$ cat src/include/dhb_map.vh
// Constants for the display host bus interface
`ifndef DHB_MAP_VH
`define DHB_MAP_VH

// ==========================================================================
// Interface strap codes
`define DHB_MODE_SPI4      2'h0
`define DHB_MODE_I2C       2'h1
`define DHB_MODE_M6800     2'h2
`define DHB_MODE_I8080     2'h3
`define DHB_MODE_RESET     2'h0

// ==========================================================================
// Synchroniser word layout
`define DHB_PIN_W          15
`define DHB_PIN_STRAP_HI   14
`define DHB_PIN_STRAP_LO   13
`define DHB_PIN_SEL_N      12
`define DHB_PIN_INIT_N     11
`define DHB_PIN_CMD_DATA   10
`define DHB_PIN_DIR_WR_N   9
`define DHB_PIN_STROBE_RD  8
`define DHB_PIN_IDLE       15'h1a00

// ==========================================================================
// Host bus line use in the serial modes
`define DHB_LINE_SCLK      0
`define DHB_LINE_SERIAL_DATA_IN      1
`define DHB_LINE_SDA_OUT   2

// ==========================================================================
// I2C address, upper six bits (arbitrary default)
`define DHB_I2C_ADDR_HI    6'h1e

// ==========================================================================
// Control byte fields
`define DHB_CTL_CONT_BIT   7
`define DHB_CTL_DC_BIT     6

// ==========================================================================
// Byte stream and FIFO
`define DHB_WORD_W         9
`define DHB_FIFO_DEPTH     4
`define DHB_FIFO_AW        2
`define DHB_BIT_LAST       4'h7
`define DHB_BIT_ACK        4'h8
`define DHB_STRAP_WAIT     2'h3

`endif

$ cat src/rtl/dhb_fifo.v
// Small FIFO for the received command and data bytes
`timescale 1ns/1ps

`include "dhb_map.vh"

module dhb_fifo #(
  parameter WIDTH = `DHB_WORD_W,
  parameter DEPTH = `DHB_FIFO_DEPTH,
  parameter AW    = `DHB_FIFO_AW
) (
  // Clock and reset
  input  wire             clk,
  input  wire             rst_n,
  input  wire             clr,
  // Fill side
  input  wire             in_valid,
  output wire             in_ready,
  input  wire [WIDTH-1:0] in_data,
  // Drain side
  output wire             out_valid,
  input  wire             out_ready,
  output wire [WIDTH-1:0] out_data
);

  reg [WIDTH-1:0] mem [0:DEPTH-1];
  reg [AW-1:0]    wr_ptr_r;
  reg [AW-1:0]    rd_ptr_r;
  reg [AW:0]      count_r;

  wire            push;
  wire            pop;

  assign in_ready  = (count_r != DEPTH[AW:0]);
  assign out_valid = (count_r != {(AW+1){1'b0}});
  assign out_data  = mem[rd_ptr_r];
  assign push      = in_valid & in_ready;
  assign pop       = out_valid & out_ready;

  // ========================================================================
  // Storage
  always @(posedge clk) begin
    if (push) begin
      mem[wr_ptr_r] <= in_data;
    end
  end

  // ========================================================================
  // Pointers; wrap relies on a power-of-two depth
  always @(posedge clk) begin
    if (!rst_n || clr) begin
      wr_ptr_r <= {AW{1'b0}};
      rd_ptr_r <= {AW{1'b0}};
      count_r  <= {(AW+1){1'b0}};
    end else begin
      if (push) begin
        wr_ptr_r <= wr_ptr_r + {{(AW-1){1'b0}}, 1'b1};
      end
      if (pop) begin
        rd_ptr_r <= rd_ptr_r + {{(AW-1){1'b0}}, 1'b1};
      end
      if (push && !pop) begin
        count_r <= count_r + {{AW{1'b0}}, 1'b1};
      end else if (pop && !push) begin
        count_r <= count_r - {{AW{1'b0}}, 1'b1};
      end
    end
  end

endmodule

$ cat src/rtl/dhb_host_port.v
// Host bus port of the display controller: parallel, 4-wire serial and I2C
`timescale 1ns/1ps

`include "dhb_map.vh"

// Behaviour
// Bus transfers happen only while the active-low select input is low.
// Init input low reinitialises the port; it stays high in normal use.
// Command/data input high: the byte is display data.
// Command/data input low: the byte goes to the command register.
// In I2C mode the command/data input sets the slave address low bit.
// Host holds command/data low when a three-wire serial bus is used.
// In 6800 mode the direction input high means read, low means write.
// In 6800 mode a cycle starts on enable rising while selected.
// In 8080 mode a write starts on write strobe falling while selected.
// In 8080 mode read strobe low while selected drives data onto the bus.
// Host ties the read/enable strobe low in serial and I2C modes.
// Host ties unused data lines low.
// 4-wire serial: line 0 is clock, line 1 is data in, line 2 unused.
// I2C: lines 1 and 2 form the data line, line 0 the clock.
// Strap code 10 selects the 6800 parallel bus.
// Strap 00 is 4-wire serial, 01 is I2C, 11 is 8080 parallel.
// Host init sends clock divide command 0xB3 then 0x00.
// Host init sends second pre-charge command 0xB6 then 0x0F.
// Host init sends function selection command 0xD5 then 0x62.
// Host init sends start line command 0xA1 then 0x00.
// Host sets contrast with 0x81 then 0x9B, or 0x3B for dimmer.
// Init bytes go with command/data low; display-on comes last.
// Host sets 64 byte columns and 128 rows before writing data.
module dhb_host_port (
  // Clock and reset
  input  wire       clk,
  input  wire       rst_n,
  // Host pins
  input  wire [1:0] host_iface_strap,
  input  wire       bus_sel_n,
  input  wire       init_n,
  input  wire       cmd_data_sel,
  input  wire       dir_wr_n,
  input  wire       strobe_rd,
  input  wire [7:0] bus_in,
  output reg  [7:0] bus_out,
  output reg  [7:0] bus_oe,
  // Core side
  input  wire [7:0] read_data,
  output wire       core_init,
  output wire       byte_valid,
  input  wire       byte_ready,
  output wire [7:0] byte_data,
  output wire       byte_is_data,
  // Status
  output wire       accept_ready,
  output reg        overrun_r,
  output wire [1:0] active_mode
);

  // ========================================================================
  // Local constants
  localparam [4:0] ST_IDLE = 5'h01;
  localparam [4:0] ST_ADDR = 5'h02;
  localparam [4:0] ST_CTRL = 5'h04;
  localparam [4:0] ST_DATA = 5'h08;
  localparam [4:0] ST_SKIP = 5'h10;

  // ========================================================================
  // Edge helpers on synchronised levels
  function edge_up;
    input p;
    input c;
    begin
      edge_up = ~p & c;
    end
  endfunction

  function edge_down;
    input p;
    input c;
    begin
      edge_down = p & ~c;
    end
  endfunction

  // ========================================================================
  // Pin synchronisers; only sync_r and prev_r feed logic
  wire [`DHB_PIN_W-1:0] pins;
  reg  [`DHB_PIN_W-1:0] meta_r;
  reg  [`DHB_PIN_W-1:0] sync_r;
  reg  [`DHB_PIN_W-1:0] prev_r;

  assign pins = {host_iface_strap, bus_sel_n, init_n, cmd_data_sel, dir_wr_n, strobe_rd, bus_in};

  always @(posedge clk) begin
    if (!rst_n) begin
      meta_r <= `DHB_PIN_IDLE;
      sync_r <= `DHB_PIN_IDLE;
      prev_r <= `DHB_PIN_IDLE;
    end else begin
      meta_r <= pins;
      sync_r <= meta_r;
      prev_r <= sync_r;
    end
  end

  wire       sel     = ~sync_r[`DHB_PIN_SEL_N];
  wire       reinit  = ~sync_r[`DHB_PIN_INIT_N];
  wire       dc      = sync_r[`DHB_PIN_CMD_DATA];
  wire       dc_p    = prev_r[`DHB_PIN_CMD_DATA];
  wire       dir     = sync_r[`DHB_PIN_DIR_WR_N];
  wire       dir_p   = prev_r[`DHB_PIN_DIR_WR_N];
  wire       stb     = sync_r[`DHB_PIN_STROBE_RD];
  wire       stb_p   = prev_r[`DHB_PIN_STROBE_RD];
  wire [7:0] dat     = sync_r[7:0];
  wire [7:0] dat_p   = prev_r[7:0];
  wire       ln_clk  = dat[`DHB_LINE_SCLK];
  wire       ln_clkp = dat_p[`DHB_LINE_SCLK];
  wire       ln_sd   = dat[`DHB_LINE_SERIAL_DATA_IN];
  wire       ln_sdp  = dat_p[`DHB_LINE_SERIAL_DATA_IN];

  assign core_init = reinit;

  // ========================================================================
  // Strap capture after reset release and on every reinit
  reg [1:0] mode_r;
  reg [1:0] strap_wait_r;

  always @(posedge clk) begin
    if (!rst_n) begin
      mode_r       <= `DHB_MODE_RESET;
      strap_wait_r <= `DHB_STRAP_WAIT;
    end else begin
      if (strap_wait_r != 2'h0 || reinit) begin
        mode_r <= sync_r[`DHB_PIN_STRAP_HI:`DHB_PIN_STRAP_LO];
      end
      if (strap_wait_r != 2'h0) begin
        strap_wait_r <= strap_wait_r - 2'h1;
      end
    end
  end

  assign active_mode = mode_r;

  wire m68  = (mode_r == `DHB_MODE_M6800);
  wire m80  = (mode_r == `DHB_MODE_I8080);
  wire mspi = (mode_r == `DHB_MODE_SPI4);
  wire mi2c = (mode_r == `DHB_MODE_I2C);

  // ========================================================================
  // Parallel cycle decode
  wire par_start = sel & (m68 ? edge_up(stb_p, stb)
                              : m80 & (edge_down(dir_p, dir) | edge_down(stb_p, stb)));
  wire par_read  = m68 ? dir : edge_down(stb_p, stb);

  reg  cyc_act_r;
  reg  cyc_read_r;

  // 8080 ends on the rise of whichever strobe opened the cycle
  wire par_end_stb = m68 ? edge_down(stb_p, stb)
                         : (cyc_read_r ? edge_up(stb_p, stb) : edge_up(dir_p, dir));
  wire par_end     = cyc_act_r & (par_end_stb | ~sel);

  // ========================================================================
  // Serial and I2C state
  reg [7:0] shift_r;
  reg [3:0] bit_cnt_r;
  reg [4:0] i2c_st_r;
  reg       ack_phase_r;
  reg       ctl_cont_r;
  reg       ctl_dc_r;
  reg       i2c_data_drive;

  wire i2c_start = sel & ln_clk & ln_clkp & edge_down(ln_sdp, ln_sd);
  wire i2c_stop  = ln_clk & ln_clkp & edge_up(ln_sdp, ln_sd);
  wire scl_up    = edge_up(ln_clkp, ln_clk);
  wire scl_down  = edge_down(ln_clkp, ln_clk);
  wire [7:0] spi_byte = {shift_r[6:0], ln_sd};

  // ========================================================================
  // FIFO feed
  reg        push_r;
  reg  [8:0] push_word_r;
  wire       fifo_in_ready;

  // A push in flight may be the one that fills the FIFO
  assign accept_ready = fifo_in_ready & ~push_r;

  // ========================================================================
  // Main sequencer
  always @(posedge clk) begin
    if (!rst_n || reinit) begin
      cyc_act_r      <= 1'b0;
      cyc_read_r     <= 1'b0;
      bus_out        <= 8'h00;
      bus_oe         <= 8'h00;
      shift_r        <= 8'h00;
      bit_cnt_r      <= 4'h0;
      i2c_st_r       <= ST_IDLE;
      ack_phase_r    <= 1'b0;
      ctl_cont_r     <= 1'b0;
      ctl_dc_r       <= 1'b0;
      i2c_data_drive <= 1'b0;
      push_r         <= 1'b0;
      push_word_r    <= 9'h000;
      overrun_r      <= 1'b0;
    end else begin
      push_r <= 1'b0;
      if (m68 || m80) begin
        if (par_end) begin
          cyc_act_r <= 1'b0;
          bus_oe    <= 8'h00;
          if (!cyc_read_r && par_end_stb) begin
            // Data sampled while the strobe was still active
            push_r      <= accept_ready;
            push_word_r <= {dc_p, dat_p};
            overrun_r   <= overrun_r | ~accept_ready;
          end
        end else if (par_start && !cyc_act_r) begin
          cyc_act_r  <= 1'b1;
          cyc_read_r <= par_read;
          if (par_read) begin
            bus_out <= read_data;
            bus_oe  <= 8'hff;
          end
        end
      end else if (mspi) begin
        bus_oe <= 8'h00;
        if (!sel) begin
          bit_cnt_r <= 4'h0;
        end else if (scl_up) begin
          shift_r <= spi_byte;
          if (bit_cnt_r == `DHB_BIT_LAST) begin
            bit_cnt_r   <= 4'h0;
            push_r      <= accept_ready;
            push_word_r <= {dc, spi_byte};
            overrun_r   <= overrun_r | ~accept_ready;
          end else begin
            bit_cnt_r <= bit_cnt_r + 4'h1;
          end
        end
      end else if (mi2c) begin
        // Open drain: only ever pulls the data line low
        bus_out <= 8'h00;
        bus_oe  <= {5'h00, i2c_data_drive, 2'h0};
        if (!sel || i2c_stop) begin
          i2c_st_r       <= ST_IDLE;
          i2c_data_drive <= 1'b0;
          ack_phase_r    <= 1'b0;
        end else if (i2c_start) begin
          i2c_st_r       <= ST_ADDR;
          bit_cnt_r      <= 4'h0;
          ack_phase_r    <= 1'b0;
          i2c_data_drive <= 1'b0;
        end else if (scl_up && bit_cnt_r != `DHB_BIT_ACK) begin
          shift_r   <= {shift_r[6:0], ln_sd};
          bit_cnt_r <= bit_cnt_r + 4'h1;
        end else if (scl_down && ack_phase_r) begin
          i2c_data_drive <= 1'b0;
          ack_phase_r    <= 1'b0;
          bit_cnt_r      <= 4'h0;
        end else if (scl_down && bit_cnt_r == `DHB_BIT_ACK) begin
          ack_phase_r <= 1'b1;
          case (i2c_st_r)
            ST_ADDR: begin
              if (shift_r == {`DHB_I2C_ADDR_HI, dc, 1'b0}) begin
                i2c_data_drive <= 1'b1;
                i2c_st_r       <= ST_CTRL;
              end else begin
                i2c_st_r <= ST_SKIP;
              end
            end
            ST_CTRL: begin
              ctl_cont_r     <= shift_r[`DHB_CTL_CONT_BIT];
              ctl_dc_r       <= shift_r[`DHB_CTL_DC_BIT];
              i2c_data_drive <= 1'b1;
              i2c_st_r       <= ST_DATA;
            end
            ST_DATA: begin
              // Full FIFO answers with a not-acknowledge
              if (accept_ready) begin
                push_r         <= 1'b1;
                push_word_r    <= {ctl_dc_r, shift_r};
                i2c_data_drive <= 1'b1;
                i2c_st_r       <= ctl_cont_r ? ST_CTRL : ST_DATA;
              end else begin
                i2c_st_r <= ST_SKIP;
              end
            end
            default: begin
              i2c_st_r <= ST_SKIP;
            end
          endcase
        end
      end
    end
  end

  // ========================================================================
  // Byte FIFO toward the command decoder
  wire [8:0] fifo_out;

  dhb_fifo #(
    .WIDTH (`DHB_WORD_W),
    .DEPTH (`DHB_FIFO_DEPTH),
    .AW    (`DHB_FIFO_AW)
  ) u_fifo (
    .clk       (clk),
    .rst_n     (rst_n),
    .clr       (reinit),
    .in_valid  (push_r),
    .in_ready  (fifo_in_ready),
    .in_data   (push_word_r),
    .out_valid (byte_valid),
    .out_ready (byte_ready),
    .out_data  (fifo_out)
  );

  assign byte_data    = fifo_out[7:0];
  assign byte_is_data = fifo_out[8];

endmodule

$ cat config.mk
export PLATFORM = sky130hd
export DESIGN_NAME = dhb_host_port
export DESIGN_NICKNAME = d
export VERILOG_FILES = /design/src/rtl/dhb_fifo.v /design/src/rtl/dhb_host_port.v
export VERILOG_INCLUDE_DIRS = /design/src /design/src/include
export SDC_FILE = /design/constraint.sdc
export NUM_CORES = 1
export LEC_CHECK = 0
export ABC_AREA = 1
export BUFFER_PORTS_ARGS = -buffer_cell sky130_fd_sc_hd__buf_2
export CAP_MARGIN = 30
export CORE_AREA = 8 8 145 147
export DETAILED_ROUTE_END_ITERATION = 16
export DIE_AREA = 0 0 153 155
export PLACE_DENSITY = 0.44
export SYNTH_ARGS = -nofsm -noshare
export SYNTH_HDL_FRONTEND = slang
export SYNTH_SLANG_ARGS = --single-unit
$ cat constraint.sdc
create_clock -name clk -period 2 [get_ports clk]
set_input_delay 0.1 -clock clk [delete_from_list [all_inputs] [get_ports clk]]
set_output_delay 0.1 -clock clk [all_outputs]
set_load 0.005 [all_outputs]
# [Yosys cells after proc, flatten, opt, wreduce, memory -nomap -nowiden]
# Memories as Yosys holds them, arrays and structs flattened. A register that Yosys moved wholly into a read port is not among the register bits.
# Index checks and enable logic that the tools add are counted.
[totals] mem_count=1 inputBits=26 output_inout_bits=31 ff_bits=102 wordCells=252 mem_bits_rw=36
[mem_list] memory="u_fifo.mem" depth=4 width=9 rd=1 rd_ports_with_merged_regs=1 wr=1 line="dhb_fifo.v:25" text="reg [WIDTH-1:0] mem [0:DEPTH-1];"
[classes] n_reduce_logical=47 mux=99 eq_ne=36 bitwise_logic=41 add_sub_neg=6
[ops] op="$mux W8" count=19
[ops] op="$mux W9" count=15
[ops] op="$mux W1" count=42
[ops] op="$mux W4" count=10
[ops] op="$mux W5" count=7
[ops] op="$ne A3 B3 Y1 const B" count=7
[ops] op="$and A1 B1 Y1" count=19
[ops] op="$not A1 Y1" count=19
[ops] op="$reduce_bool A2 Y1" count=9
[ops] op="$reduce_bool A3 Y1" count=6
[ops] op="$pmux W5 S3" count=1
[ops] op="$reduce_and A5 Y1" count=3
[ops] op="$reduce_and A13 Y1" count=1
[ops] op="$ne A2 B2 Y1 const B" count=6
[ops] op="$ne A3 B2 Y1 const B" count=4
[ops] op="$reduce_and A6 Y1" count=2
[ops] op="$ne A2 B1 Y1 const B" count=5
[ops] op="$ne A5 B5 Y1 const B" count=2
[ops] op="$reduce_and A9 Y1" count=1
[ops] op="$eq A8 B7 Y1" count=1
[ops] op="$reduce_and A8 Y1" count=1
[ops] op="$reduce_bool A4 Y1" count=2
[ops] op="$logic_and A1 B1 Y1" count=7
[ops] op="$reduce_and A7 Y1" count=1
[ops] op="24 further kinds" count=39

# [Depth between registers and ports, before layout]
[depth] ltp_word=12 mapped_depth=13 mapped_depth_nobuf=12

# [Modules after synthesis]
# From an unflattened synthesis, not the netlist that was laid out.
[hier_totals] hier_cells=690 hier_area_um2=5766.8
[by_module_without_submodules] mod="dhb_host_port" area_each_um2=3897.5 cells_per_inst=534 seq_area_each_um2=1781.7 instances=1
[by_module_without_submodules] mod="dhb_fifo" area_each_um2=1869.3 cells_per_inst=156 seq_area_each_um2=1261.2 instances=1

# [Worst setup path before layout]
# OpenSTA, ideal clock, no wires.
[synth_timing] kind="register to register" start="register u_fifo.count_r[0]" end="register u_fifo.count_r[2]" period_less_slack_ns=1.751 required_time_ns=1.930 n_path_buf=0 setup_time_ns=0.070 setup_slack_ns=0.249 arrival_ns=1.681 path_stages_with_launch=13 path_cell_list="dfxtp_1 inv_1 nand3_1 nand2_1 inv_1 ha_1 inv_1 fa_1 nor2_1 nor2_1 nand2_1 o21ai_0 a21oi_1"
[synth_between] elab_chain_cells=5 elab_cells_between_ends=13 classes_between="add/sub (2); eq/ne (1); mux (2); bitwise (2); reduce/logical (6)"
[synth_rtl] item="start, declared" line="dhb_fifo.v:28" text="reg [AW:0] count_r;"
[synth_rtl] item="start signal, assigned" line="dhb_fifo.v:53" text="count_r <= {(AW+1){1'b0}};"
[synth_rtl] item="start signal, assigned" line="dhb_fifo.v:62" text="count_r <= count_r + {{AW{1'b0}}, 1'b1};"
[synth_rtl] item="start signal, assigned" line="dhb_fifo.v:64" text="count_r <= count_r - {{AW{1'b0}}, 1'b1};"
[synth_rtl] item="$ne A3 B3 Y1 (*)" line="dhb_fifo.v:33" text="assign in_ready = (count_r != DEPTH[AW:0]);"
[synth_rtl] item="$and A1 B1 Y1 (*)" line="dhb_fifo.v:36" text="assign push = in_valid & in_ready;"
[synth_rtl] item="net u_fifo.push" line="dhb_fifo.v:30" text="wire push;"
[synth_rtl] item="$logic_not A1 Y1" line="dhb_fifo.v:63" text="end else if (pop && !push) begin"
[synth_rtl] item="$logic_and A1 B1 Y1" line="dhb_fifo.v:63"
[synth_rtl] item="$reduce_bool A2 Y1 (no source line)"
# The timed path passes the listed nets; every way through them passes the cells marked *. The select of a mux whose other input is x is not followed.
# A chain may end at the register's enable or synchronous reset.

# [Final worst setup path]
[layout_timing] start="register u_fifo.count_r[0]" end="register u_fifo.count_r[2]"
[layout_between] elab_chain_cells=5 elab_cells_between_ends=13 classes_between="add/sub (2); eq/ne (1); mux (2); bitwise (2); reduce/logical (6)"
[layout_rtl] item="branches (longest 5 deep; another with $sub A3 B1 Y3)"
# Several ways; the timed one is not identified. The select of a mux whose other input is x is not followed.

==> impl_metrics.tcl <==
set metrics [dict create \
    status "finished clean" \
    r2r_start "u_fifo.count_r[0]" \
    syn_avg_cell_area_sq_um 8.36 \
    worstSetupEndpoint "u_fifo.count_r[2]" \
    final_cells 992 \
    synth.distinct_cells 36 \
    post_drt_wl_per_cell_microns 12.3 \
    hold_viol_final 0 \
    cts_made_buffers 17 \
    drt-initial-drc-count 183 \
    worstSetupEndpointType "flop" \
    yosys-mux-area-fraction_pct 0 \
    max_stage_delay_ns 0.44 \
    critPathRequiredTime_ns 2.35 \
    grt.total_usage_pct 10.8 \
    cp-start-kind "flop" \
    hold_path_class "input port to flop" \
    clock_latency_ns 0.42 \
    num_io_pins 57 \
    tritoncts "done" \
    ir_drop_uv 632 \
    grt_pass1_wl_microns 20600 \
    root_buffer "clkbuf_16" \
    fmax_mhz 551 \
    initial_core_util_pct 28.9 \
    path_cells "inv_1, nand3_1, nand2_1, ha_1, inv_1, fa_1, nor2_1, nor2_1, nand2_1, o21ai_0, a21oi_1" \
    synth-simple-area-share_pct 21.4 \
    core_sq_um 19000 \
    finalSetupTns_ns 0 \
    synth-compound-area-share_pct 11.0 \
    via_per_inst 4.29 \
    drive_gt1_share_pct 17.0 \
    clock_sinks 134 \
    cts.reportedPaths.clkPinSlew_ns 0.06 \
    setup_viol 0 \
    via_count 4257 \
    area_growth_pct 24.9 \
    final_common_cell "nand2_1" \
    yosys_warnings 0 \
    die_h_microns 155 \
    cts_setup_buffers 0 \
    clk_path_buf_depth 2 \
    dr.pass1.iters 4 \
    first_global_vias 4371 \
    routed_wl_microns 12200 \
    synth_cells 655 \
    cts.htree.levels 4 \
    antenna_found_initial 0 \
    worst_slew_pin_slew_ns 0.542 \
    drv_cap 0 \
    synth-xor-area-share_pct 0.320 \
    grt_max_degree 37 \
    rsz0062_at_grt "no" \
    relSlewSlack_pct 63.8 \
    reg2reg_to "u_fifo.count_r[2]" \
    rrSetupSlack_ns 0.19 \
    crit_fanout 4 \
    yosysTopAreaCell "dfxtp_1" \
    cp-startpoint "u_fifo.count_r[0]" \
    dp.cells 935 \
    drc_errors 0 \
    skew_ns 0.00836 \
    numPortBuffers 56 \
    reg2reg_depth 11 \
    die_area_sq_um 23700 \
    final_cell_mix "nand2_1 (130), inv_1 (99), dfxtp_1 (95)" \
    finalCritPeriodShare_pct 90.7 \
    fp.dieW_microns 153 \
    hold_slack_ns 0.0588 \
    hpwl_microns 8400 \
    gp_congestion 0.806 \
    synth_top_cell_area_share_pct 35.8 \
    synth_top_family_by_area "simple AND/OR/NAND/NOR gates" \
    slew_violations 0 \
    worstPathArrival_ns 2.16 \
    synth_area_sq_um 5470 \
    p_leak_nw 3.10 \
    rows 51 \
    fillers 1938 \
    synth_nets 690 \
    ys_seq_area_share_pct 55.6 \
    synth_fa_ha_area_share_pct 2.19 \
    layout_min_cycle_time_ns 1.81 \
    ys_seq_elements 134 \
    powerDensity_nw_per_um2 995 \
    yosys-top-cells-area "dfxtp_1 (36%), edfxtp_1 (20%), nand2_1 (8.9%)" \
    path_class "flop to flop" \
    gr-total-overflow 0 \
    postRouteAntennaNets 0 \
    num-nets-final 775 \
    cp_slowest_cell "fa_1" \
]
-- sequential cells by signal, indices dropped and copies added (netlist names), 2 cells and up, named ones only --
signal,count
u_fifo.mem,36
bus_oe,2
shift_r,8
active_mode,2
strap_wait_r,2
bit_cnt_r,4
i2c_st_r,5
u_fifo.count_r,3
u_fifo.rd_ptr_r,2
push_word_r,9
bus_out,8
sync_r,15
meta_r,15
prev_r,11
u_fifo.wr_ptr_r,2
-- how the worst min path moves through the flow --
stage / startpoint / to / slack (ns) / cells past startpoint
floorplan: bus_in[0] / meta_r[0] / 0.20 / 2
global placement: host_iface_strap[1] / meta_r[14] / 0.28 / 3
detailed placement: host_iface_strap[1] / meta_r[14] / 0.28 / 3
CTS: byte_ready / u_fifo.rd_ptr_r[0] / 0.04 / 4
global route: byte_ready / u_fifo.rd_ptr_r[0] / 0.09 / 4
finish: byte_ready / flop / 0.06 / 4
-- layer usage --
metal,share of wire [%],global-route usage (%)
met4,1.1,4.38
met5,0,0
met1,47,12.4
met3,3.4,3.97
met2,49,18.1
-- what timing repair did --
| action | in CTS | in global routing |
|---|---|---|
| setup endpoints to repair | 1 | 9 |
| hold endpoints to repair | 24 | 0 |
| resized for setup | 1 | 3 |
| hold buffers | 24 | 0 |
-- critical path, delay by kind of cell (launching register included) --
family | cells | cell delay [ns]
adders and majority gates | 2 | 0.59
AOI/OAI and AO/OA | 2 | 0.20
buffers and inverters | 2 | 0.17
and+or+nand+nor | 5 | 0.45
DFF | 1 | 0.33
-- final cells by class --
type                    instances  area (sq um)  share of cell area, %
diodes                          1          2.50                 0.0366
clock buffers                  18           429                   6.28
clock inverters                14           153                   2.23
inverters                     103           387                   5.66
multi-input cells             392          1910                   27.9
flip-flops and latches        134          3050                   44.6
well taps                     238           298                   4.36
repair buffers                 92           611                   8.93
-- cell usage after synthesis --
master and number:
fa_1 1, dfxtp_1 98, ha_1 8, xor2_1 1, nand3b_1 1, nor2_1 71, nand4_1 3, nand3_2 1
o21a_1 1, o31ai_1 1, inv_2 4, nor3_1 4, nor3_2 1, buf_2 4, or2_1 2, nand3_1 40
nand3_4 1, or2_2 6, o221ai_1 5, a21oi_1 43, o21ai_1 2, edfxtp_1 36, nor2_2 4, nand2_2 4
clkbuf_1 14, o22ai_1 10, xnor2_1 1, a21oi_4 1, buf_4 7, o21ai_0 46, or2_4 1, inv_1 99
o211ai_1 1, nor2_4 2, nand2_1 130, buf_6 1
-- metrics by stage --
step	util (%)	setup WS, ns	area, sq um	power [mW]
detailed placement	31.7	-0.00150	6010	3.79
global route	36.1	0.00950	6830	7.15
finish	36.1	0.185	6840	6.80
global placement	31.7	0.203	6010	3.77
CTS	36.0	0.147	6830	6.91
floorplan	-	0.249	5470	3.52
-- cells by family (layout without fill, tap and decap cells) --
group                      count (synthesis)  in the layout
AOI/OAI and AO/OA                        110            110
xor gates and xnor gates                   2              2
adders and majority gates                  9              9
buffers and inverters                    129            227
DFF                                      134            134
other                                      0              1
and+or+nand+nor                          271            271
-- where the power goes --
part | leakage, nW | switching [mW] | internal, mW | total, mW
combinational | 1.66 | 0.485 | 0.294 | 0.780
sequential | 1.16 | 0.0761 | 2.90 | 2.97
clock | 0.273 | 1.20 | 1.84 | 3.05
No activity file was read; power rests on OpenSTA's default activity.
